### src/asp_pkg.sv
package asp_pkg;

    // Register field layout of converter_control.
    localparam int CTRL_CHAN_LSB = 0;
    localparam int CTRL_CHAN_W = 3;
    localparam int CTRL_BUSY_BIT = 3;
    localparam int CTRL_DONE_BIT = 4;

    // Reset values.
    localparam logic [2:0] CHAN_RESET = 3'h0;
    localparam logic [7:0] RESULT_RESET = 8'h00;
    localparam logic [7:0] BUF_DIS_RESET = 8'h00;

    // Timing, counted in machine cycles of the core clock.
    localparam int CLKS_PER_MCYCLE = 12;
    localparam int CONV_MCYCLES = 40;
    localparam int MCOUNT_W = 6;
    localparam logic [MCOUNT_W-1:0] MCOUNT_LAST = MCOUNT_W'(CONV_MCYCLES - 1);

    typedef enum logic [0:0] {
        ASP_ST_IDLE = 1'b0,
        ASP_ST_CONVERT = 1'b1
    } asp_state_t;

    typedef struct packed {
        asp_state_t state;
        logic done;
        logic busy;
        logic [CTRL_CHAN_W-1:0] chan;
        logic [7:0] buf_dis;
        logic [7:0] result;
        logic [MCOUNT_W-1:0] mcount;
        logic conv_start;
        logic [7:0] pin_read;
    } asp_regs_t;

endpackage

### src/asp_sync.sv
`timescale 1ns/1ns
`default_nettype none

module asp_sync #(
    parameter int WIDTH = 8
) (
    input wire logic clk,
    input wire logic rst_b,
    input wire logic [WIDTH-1:0] async_in,
    output logic [WIDTH-1:0] sync_out
);
    logic [WIDTH-1:0] stage1;

    always_ff @(posedge clk) begin
        if (!rst_b) begin
            stage1 <= '0;
            sync_out <= '0;
        end else begin
            stage1 <= async_in;
            sync_out <= stage1;
        end
    end
endmodule // asp_sync

`default_nettype wire

### src/asp_mcycle_tick.sv
`timescale 1ns/1ns
`default_nettype none

module asp_mcycle_tick #(
    parameter int CLKS = 12
) (
    input wire logic clk,
    input wire logic rst_b,
    input wire logic clr,
    output logic tick
);
    localparam int CW = $clog2(CLKS);
    localparam logic [CW-1:0] LAST = CW'(CLKS - 1);

    logic [CW-1:0] cnt;

    // The count restarts on clr so a conversion spans whole machine cycles.
    assign tick = (cnt == LAST);

    always_ff @(posedge clk) begin
        if (!rst_b || clr) begin
            cnt <= '0;
        end else if (tick) begin
            cnt <= '0;
        end else begin
            cnt <= cnt + CW'(1);
        end
    end
endmodule // asp_mcycle_tick

`default_nettype wire

### src/asp_converter_ctrl.sv
// What this block does
// (RULE_01) Conversion lasts exactly forty machine cycles.
// (RULE_02) One of eight inputs to 8-bit converter.
// (RULE_03) Three-bit field, bit 2 MSB, picks channel.
// (RULE_04) Channel writable only when done and busy low.
// (RULE_05) Completion sets done flag, loads result.
// (RULE_06) Start during conversion leaves it untouched.
// (RULE_07) Result held while done flag stays set.
// (RULE_08) Starts while busy or done are discarded.
// (RULE_09) Idle or power-down aborts running conversion.
// (RULE_10) Done result survives idle, lost on power-down.
// (RULE_11) Writing busy bit starts; reads high throughout.
// (RULE_12) Port pins readable at any time.
// (RULE_13) Selected channel pin reads 1, others true.
// (RULE_14) After reset all pins are digital inputs.
// (RULE_15) Buffer disables change only at conversion start.
// (RULE_16) Disabled pins read 1 until start corrects.
// (RULE_17) Software picks channel and starts in one write.
// (RULE_18) Digital-only use never writes control register.
// (RULE_19) Busy clears as done sets; software cannot clear.
// (RULE_20) Interrupt requested while done and enable set.
// (RULE_21) Software clears done flag before next start.
// (RULE_22) Result read-only; counter steps per machine cycle.
`timescale 1ns/1ns
`default_nettype none

module asp_converter_ctrl
    import asp_pkg::*;
#(
    parameter int CLKS_PER_MC = CLKS_PER_MCYCLE
) (
    input wire logic clk,
    input wire logic rst_b,
    input wire logic ctrl_wr,
    input wire logic [7:0] ctrl_wdata,
    output logic [7:0] ctrl_rdata,
    input wire logic result_wr,
    output logic [7:0] result_rdata,
    input wire logic idle_request,
    input wire logic powerdown_request,
    input wire logic converter_irq_enable,
    output logic converter_irq,
    input wire logic [7:0] analog_input_pins,
    output logic [7:0] port1_read_data,
    output logic [7:0] digital_buffer_disable,
    output logic [CTRL_CHAN_W-1:0] conv_mux_sel,
    output logic conv_start,
    output logic conv_active,
    input wire logic [7:0] conv_code
);
    asp_regs_t r;
    asp_regs_t next_r;
    logic [7:0] pins_sync;
    logic launch;
    logic tick;
    logic unused_result_wr;

    // Port pins arrive from outside the clock domain.
    asp_sync #(
        .WIDTH(8)
    ) u_pin_sync (
        .clk(clk),
        .rst_b(rst_b),
        .async_in(analog_input_pins),
        .sync_out(pins_sync)
    );

    asp_mcycle_tick #(
        .CLKS(CLKS_PER_MC)
    ) u_tick (
        .clk(clk),
        .rst_b(rst_b),
        .clr(launch),
        .tick(tick)
    );

    // A start is taken only with busy and done both low and no power mode pending.
    assign launch = ctrl_wr && ctrl_wdata[CTRL_BUSY_BIT] && !r.busy && !r.done
                    && !idle_request && !powerdown_request; // RULE_06 RULE_08 RULE_11

    // The result register has no write path; writes are dropped.
    assign unused_result_wr = result_wr; // RULE_22

    always_comb begin
        next_r = r;
        next_r.conv_start = 1'b0;
        next_r.pin_read = pins_sync | r.buf_dis; // RULE_12 RULE_13 RULE_16
        if (ctrl_wr && !ctrl_wdata[CTRL_DONE_BIT]) begin
            next_r.done = 1'b0;
        end
        if (ctrl_wr && !r.busy && !r.done) begin
            next_r.chan = ctrl_wdata[CTRL_CHAN_LSB +: CTRL_CHAN_W]; // RULE_03 RULE_04
        end
        if (powerdown_request) begin
            next_r.state = ASP_ST_IDLE; // RULE_09
            next_r.busy = 1'b0;
            next_r.done = 1'b0; // RULE_10
            next_r.result = RESULT_RESET; // RULE_10
        end else if (idle_request) begin
            // A finished result is kept; only a running conversion is dropped.
            next_r.state = ASP_ST_IDLE; // RULE_09 RULE_10
            next_r.busy = 1'b0;
        end else begin
            case (r.state)
                ASP_ST_IDLE: begin
                    if (launch) begin
                        next_r.state = ASP_ST_CONVERT; // RULE_11
                        next_r.busy = 1'b1;
                        next_r.mcount = '0;
                        next_r.conv_start = 1'b1;
                        next_r.buf_dis = 8'h01 << ctrl_wdata[CTRL_CHAN_LSB +: CTRL_CHAN_W]; // RULE_15
                    end
                end
                ASP_ST_CONVERT: begin
                    if (tick) begin
                        if (r.mcount == MCOUNT_LAST) begin
                            // Setting the flag overrides a clear written this cycle.
                            next_r.state = ASP_ST_IDLE; // RULE_01
                            next_r.busy = 1'b0; // RULE_19
                            next_r.done = 1'b1; // RULE_05 RULE_19
                            next_r.result = conv_code; // RULE_02 RULE_05
                        end else begin
                            next_r.mcount = r.mcount + MCOUNT_W'(1); // RULE_22
                        end
                    end
                end
                default: begin
                    next_r.state = ASP_ST_IDLE;
                    next_r.busy = 1'b0;
                end
            endcase
        end
    end

    always_ff @(posedge clk) begin
        if (!rst_b) begin
            r.state <= ASP_ST_IDLE;
            r.done <= 1'b0;
            r.busy <= 1'b0;
            r.chan <= CHAN_RESET;
            r.buf_dis <= BUF_DIS_RESET; // RULE_14
            r.result <= RESULT_RESET;
            r.mcount <= '0;
            r.conv_start <= 1'b0;
            r.pin_read <= 8'hff;
        end else begin
            r <= next_r;
        end
    end

    assign ctrl_rdata = {3'h0, r.done, r.busy, r.chan};
    assign result_rdata = r.result; // RULE_07
    assign converter_irq = r.done && converter_irq_enable; // RULE_20
    assign port1_read_data = r.pin_read;
    assign digital_buffer_disable = r.buf_dis;
    assign conv_mux_sel = r.chan; // RULE_02
    assign conv_start = r.conv_start;
    assign conv_active = r.busy;
endmodule // asp_converter_ctrl

`default_nettype wire

### config.mk
export PLATFORM = sky130hd
export DESIGN_NAME = asp_converter_ctrl
export DESIGN_NICKNAME = d
export VERILOG_FILES = /design/src/asp_pkg.sv /design/src/asp_sync.sv /design/src/asp_mcycle_tick.sv /design/src/asp_converter_ctrl.sv
export SDC_FILE = /design/constraint.sdc
export NUM_CORES = 1
export LEC_CHECK = 0
export CORE_AREA = 2 2 75 77
export CTS_CLUSTER_SIZE = 16
export DETAILED_ROUTE_END_ITERATION = 10
export DIE_AREA = 0 0 77 79
export DONT_BUFFER_PORTS = 1
export SLEW_MARGIN = 20
export SYNTH_ARGS = -nofsm -noshare
export SYNTH_HDL_FRONTEND = slang
export SYNTH_SLANG_ARGS = --single-unit
export TNS_END_PERCENT = 30
### constraint.sdc
create_clock -name clk -period 3.65 [get_ports clk]
set_input_delay 0.365 -clock clk [delete_from_list [all_inputs] [get_ports clk]]
set_output_delay 0.365 -clock clk [all_outputs]
set_load 0.01 [all_outputs]
==> results.json, run 1 <==
{
  "path_clk_slew_ps": 60,
  "antenna_found_initial": 0,
  "cts_tree": "done",
  "syn_inst": 242,
  "path_max_fanout": 10,
  "place.port_buffers": 0,
  "core_area_sq_um": 5340,
  "min_period_ps": 2130,
  "nets": 244,
  "layout_common_cells": "57 x dfxtp_1, 18 x nor2_1, 17 x and2_1, 14 x nand2_1, 12 x a21oi_1",
  "setup_viol": 0,
  "drv_cap": 0,
  "root_buffer": "clkbuf_8",
  "grt_max_degree": 24,
  "p_switching_w": 0.000278,
  "syn2layout_area_growth_pct": 0.433,
  "die_x_um": 77,
  "hold_start": "analog_input_pins[7]",
  "worstSetupStartpointType": "flip-flop",
  "p_int_w": 0.00101,
  "fill_cells": 545,
  "drc_errors": 0,
  "dpl.hpwl_mm": 2.81,
  "place_ws_ps": 1520,
  "grt.total_usage": 0.148,
  "synth_top_family_by_area": "simple AND/OR/NAND/NOR gates",
  "clkSinkCount": 57,
  "place_inst": 272,
  "ys_ff_latch": 57,
  "p_comb_frac": 0.029,
  "start_util": 0.433,
  "wl_mm": 4.11,
  "status": "completed",
  "synth-simple-area-share": 0.221,
  "relSlewSlack": 0.427,
  "ctsResizeCount": 0,
  "layout_setup_ws_ps": 1520,
  "setup_tns_ps": 0,
  "drt_first_pass_iters": 4,
  "fp-row-count": 27,
  "hold_violations": 0,
  "synthFlopType": "dfxtp_1",
  "final_cells": 288,
  "p_clk_frac": 0.461,
  "gp_congestion": 0.748,
  "cp-end-kind": "flip-flop",
  "synthXorXnorAreaFrac": 0.00757,
  "synthDistinctLibCells": 42,
  "switching_share": 0.215,
  "syn_area_sq_um": 2310,
  "synth-edff-count": 0,
  "clockBufferDepth": 2,
  "power_w": 0.00129,
  "crit_start": "conv_active$_SDFFE_PP0P_",
  "synth-adder-area-share": 0.0108,
  "syn_avg_cell_area_sq_um": 9.56,
  "pwr_density_cell_nw_per_um2": 555,
  "r2r_start": "conv_active$_SDFFE_PP0P_",
  "drive_gt1_frac": 0.0741,
  "layout_commonest_cell": "dfxtp_1",
  "max_freq_ghz": 0.470,
  "cts_buffers": 9,
  "rsz0062_at_grt": "false",
  "synth_mux_area_frac": 0.0476,
  "dr_total_vias": 1441,
  "p_seq_frac": 0.510,
  "async_reset_ff_frac": 0,
  "first_global_vias": 1378,
  "drtIter0Drc": 73,
  "overflow": 0,
  "crit_type": "reg2reg",
  "grt_pass1_wl_mm": 6.74,
  "slew_viol_final": 0,
  "power_leakage_nw": 0.941,
  "ctsHoldBuffers": 0,
  "ys_warn_count": 0,
  "drtAntennaViolNets": 0,
  "cts_setup_buffers": 0,
  "via_per_inst": 5.00,
  "arrival_ps": 2390,
  "min_path_type": "in2reg",
  "insertedDiodeCount": 0,
  "fin_skew_ps": 7.56,
  "yosysSeqAreaShare": 0.493,
  "ir_worst_vdd_uv": 238,
  "synth_compound_area_frac": 0.0784,
  "die-area_sq_um": 6080,
  "worstMarginPinSlew_ps": 857,
  "die_height_um": 79,
  "wl_per_cell_um": 14.3,
  "post-route-period-util": 0.583,
  "cp.required_ps": 3910,
  "io_pins": 69,
  "clk_latency_ps": 330,
  "htree_levels": 3
}
path summary, 6_finish.rpt:
kind / cells past startpoint / to / slack (ps)
max: 4 / digital_buffer_disable[4]$_SDFFE_PN0P_ / 1520
min: 1 / u_pin_sync.stage1[7]$_SDFF_PN0_ / 160
max reg2reg: 4 / digital_buffer_disable[4]$_SDFFE_PN0P_ / 1520
min reg2reg: 1 / port1_read_data[0]$_SDFF_PN1_ / 410
kinds of logic after synthesis:
group                    after synthesis
multiplexers                          11
adder cells (fa/ha/maj)                2
AO/OA/AOI/OAI                         28
XOR/XNOR                               2
flip-flops                            57
other                                  1
buffers and inverters                 51
AND/OR/NAND/NOR                       90
registers in the layout, summed over array words and instances, names as in the netlist:
name and flops:
result_rdata 8, ctrl_rdata 1, conv_mux_sel 3, digital_buffer_disable 8, u_pin_sync.stage1 8, conv_start 1
u_pin_sync.sync_out 8, u_tick.cnt 4, port1_read_data 8, r 7, conv_active 1
cell usage after synthesis (2+ instances only):
| library cell | number | area share |
|---|---|---|
| dfxtp_1 | 57 | 0.49 |
| buf_4 | 35 | 0.11 |
| nor2_1 | 18 | 0.029 |
| and2_1 | 17 | 0.046 |
| nand2_1 | 14 | 0.023 |
| a21oi_1 | 12 | 0.026 |
| mux2i_1 | 11 | 0.048 |
| or3_1 | 10 | 0.027 |
| clkbuf_1 | 8 | 0.013 |
| inv_1 | 6 | 0.0097 |
| nand3_1 | 6 | 0.013 |
| nand4_1 | 4 | 0.011 |
| nor3b_1 | 4 | 0.013 |
| a21o_1 | 3 | 0.0097 |
| nand4b_1 | 3 | 0.011 |
| and3b_1 | 2 | 0.0076 |
| ha_1 | 2 | 0.011 |
| nand3b_1 | 2 | 0.0065 |
| nor2b_1 | 2 | 0.0054 |
| nor4bb_1 | 2 | 0.0087 |
| o21ai_0 | 2 | 0.0043 |
| or3b_1 | 2 | 0.0076 |
routing by layer:
layer	track usage	vias up	part of all wire	wire, um
met4	0.0875	0	0.017	70
li1	-	725	-	-
met1	0.180	669	0.45	1840
met5	0	-	0	0
met2	0.211	41	0.46	1900
met3	0.0727	6	0.073	300
critical path, cell delays in order, from the launching register on:
cell     delay (ps)
dfxtp_1         410
or3b_1          460
or3_1           520
or4b_1          510
a21oi_1         150
power groups by stage:
stage               sequential (W)  combinational [W]  clock [W]
finish                    0.000658          0.0000368   0.000595
CTS                       0.000658          0.0000374   0.000615
global route              0.000660          0.0000427   0.000643
global placement          0.000672          0.0000366          0
detailed placement        0.000672          0.0000372          0
floorplan                 0.000662          0.0000587          0
layout make-up:
| cell class | count | area (sq um) | share of cell area |
|---|---|---|---|
| Timing Repair Buffer | 1 | 7.51 | 0.00323 |
| Clock buffer | 12 | 155 | 0.0668 |
| Clock inverter | 4 | 51.3 | 0.0221 |
| Tap cell | 72 | 90.1 | 0.0388 |
| Inverter | 6 | 22.5 | 0.00969 |
| Sequential cell | 57 | 1140 | 0.491 |
| Multi-Input combinational cell | 136 | 856 | 0.368 |
per-stage QoR:
step | area [sq um] | utilization | hold slack, ps
after floorplan | 2320 | - | 384
after global placement | 2120 | 0.397 | 393
after detailed placement | 2120 | 0.397 | 396
after CTS | 2320 | 0.435 | 140
after global routing | 2320 | 0.435 | 139
final | 2320 | 0.435 | 160
Note: power is estimated with default switching activity, not from simulation.
==> run 2: changes to the inputs <==
- clock period: 3.65 -> 1.8 ns (I/O delays scaled with it)
==> run 2 against run 1 <==
Sequential share of layout area decreased by 5.0 points. Critical path depth unchanged. Worst hold slack got worse by 140 ps. Combinational power increased to 3.4 times the previous value. Flip-flop and latch count unchanged. Critical path type unchanged. Sequential power increased by 100%. Global-route usage increased by 1.6 points. Largest cell class unchanged. Highest routed layer unchanged. Core utilization increased by 5.0 points.
==> results.json, run 2 (synthesized netlist as in run 1, its figures left out) <==
{
  "io_pins": 69,
  "p_comb_frac": 0.049,
  "critical_path_depth": 4,
  "first_global_vias": 1490,
  "layout_common_cells": "56 x dfxtp_1, 20 x dlygate4sd3_1, 18 x nor2_1, 17 x and2_1, 14 x nand2_1",
  "wl_per_cell_um": 14.1,
  "place_ws_ps": -10.4,
  "root_buffer": "clkbuf_8",
  "min_path_type": "in2reg",
  "die_x_um": 77,
  "start_util": 0.433,
  "cts_tree": "done",
  "drtIter0Drc": 105,
  "m1WireLength_mm": 1.98,
  "crit_chain": "or3b_4 -> or3_1 -> or4b_1 -> a21oi_1",
  "die_height_um": 79,
  "min_period_ps": 1720,
  "p_seq_frac": 0.516,
  "rr_endpoint": "digital_buffer_disable[4]$_SDFFE_PN0P_",
  "place.port_buffers": 0,
  "grt.total_usage": 0.163,
  "post-route-period-util": 0.954,
  "overflow": 0,
  "r2r_start": "ctrl_rdata[4]$_SDFF_PP0_",
  "crit_buf_inv": 0,
  "whs_ps": 20.7,
  "die-area_sq_um": 6080,
  "cp-end-kind": "flip-flop",
  "core_area_sq_um": 5340,
  "setup_viol": 0,
  "slew_viol_final": 0,
  "rsz0062_at_grt": "true",
  "drc_errors": 0,
  "wl_mm": 4.45,
  "wl_met2_mm": 2.05,
  "fin_skew_ps": 6.34,
  "status": "completed",
  "path_max_fanout": 3,
  "cpPeakStageDelay_ps": 470,
  "grt_pass1_wl_mm": 7.53,
  "worstSetupStartpointType": "flip-flop",
  "arrival_ps": 1980,
  "drv_cap": 0,
  "clkSinkCount": 57,
  "fp-row-count": 27,
  "crit_type": "reg2reg",
  "syn2layout_area_growth_pct": 12.0,
  "htree_levels": 3,
  "reg2reg_setup_slack_ps": 80,
  "endpoint": "digital_buffer_disable[4]$_SDFFE_PN0P_",
  "r2r.worst_path.cells": 4,
  "insertedDiodeCount": 0,
  "gp_congestion": 0.775,
  "nets": 273,
  "dpl.hpwl_mm": 2.90,
  "drtAntennaViolNets": 0,
  "path_clk_slew_ps": 60,
  "power_leakage_nw": 1.05,
  "cp.required_ps": 2060,
  "clk_latency_ps": 330,
  "drt_first_pass_iters": 4,
  "setup_tns_ps": 0,
  "crit_family": "simple AND/OR/NAND/NOR gates",
  "p_clk_frac": 0.435,
  "pwr_density_cell_nw_per_um2": 997,
  "clockBufferDepth": 2,
  "cts_buffers": 9,
  "crit_start": "ctrl_rdata[4]$_SDFF_PP0_",
  "layout_setup_ws_ps": 82.1,
  "wl_met3_um": 353,
  "grt_max_degree": 21,
  "drive_gt1_frac": 0.111,
  "antenna_found_initial": 0,
  "switching_share": 0.213,
  "p_switching_w": 0.000549,
  "max_freq_ghz": 0.582,
  "slowest_stage": "or4b_1",
  "dr_total_vias": 1555,
  "ir_worst_vdd_uv": 553,
  "top_layer_used": "met4",
  "via_per_inst": 4.94,
  "layout_commonest_cell": "dfxtp_1",
  "cts_setup_buffers": 0,
  "hold_violations": 0,
  "p_int_w": 0.00203
}
==> run 2: per-layer routing <==
| metal | vias up | global-route usage |
|---|---|---|
| li1 | 780 | - |
| met1 | 720 | 0.199 |
| met2 | 49 | 0.242 |
| met3 | 6 | 0.0818 |
| met4 | 0 | 0.0750 |
| met5 | - | 0 |
==> run 2: power groups by stage <==
stage	logic, W	clock network (W)	registers, W
2_1_floorplan	0.000120	0	0.00134
3_3_place_gp	0.0000830	0	0.00136
3_5_place_dp	0.0000849	0	0.00136
4_1_cts	0.000126	0.00116	0.00133
5_1_grt	0.000142	0.00123	0.00134
6_report	0.000126	0.00112	0.00133
==> run 2: how the worst min path moves through the flow <==
stage                                     from                                      to  depth (start not counted)
final                            ctrl_wdata[0]  digital_buffer_disable[3]$_SDFFE_PN0P_                          2
after detailed placement                 rst_b         u_pin_sync.stage1[7]$_SDFF_PN0_                          1
after CTS                        ctrl_wdata[0]  digital_buffer_disable[3]$_SDFFE_PN0P_                          2
after global placement                   rst_b                      r[12]$_SDFFE_PN0P_                          1
after floorplan           analog_input_pins[0]         u_pin_sync.stage1[0]$_SDFF_PN0_                          1
after global routing             ctrl_wdata[2]  digital_buffer_disable[6]$_SDFFE_PN0P_                          2
==> run 2: area by class of cell <==
| type | instances | area [sq um] |
|---|---|---|
| repair buffers | 30 | 275 |
| fillers | 521 | 2750 |
| clock buffers | 11 | 141 |
| flip-flops and latches | 57 | 1140 |
| well taps | 72 | 90.1 |
| multi-input cells | 136 | 876 |
| inverters | 6 | 22.5 |
| clock inverters | 3 | 42.5 |
==> run 2: stage by stage <==
| step | instance area (sq um) | util | total power (W) | std cells |
|---|---|---|---|---|
| 5_1_grt | 2590 | 0.485 | 0.00271 | 315 |
| 4_1_cts | 2580 | 0.484 | 0.00262 | 315 |
| 6_report | 2590 | 0.485 | 0.00258 | 315 |
| 3_5_place_dp | 2190 | 0.411 | 0.00145 | 281 |
| 2_1_floorplan | 2330 | - | 0.00146 | 244 |
| 3_3_place_gp | 2190 | 0.411 | 0.00144 | 281 |
==> run 2: timing repair <==
| action | in CTS | in global routing |
|---|---|---|
| endpoints found under the hold margin | 30 | 0 |
| gates resized for setup | 1 | 2 |
| hold buffers | 20 | 0 |
| endpoints found under the setup margin | 1 | 8 |
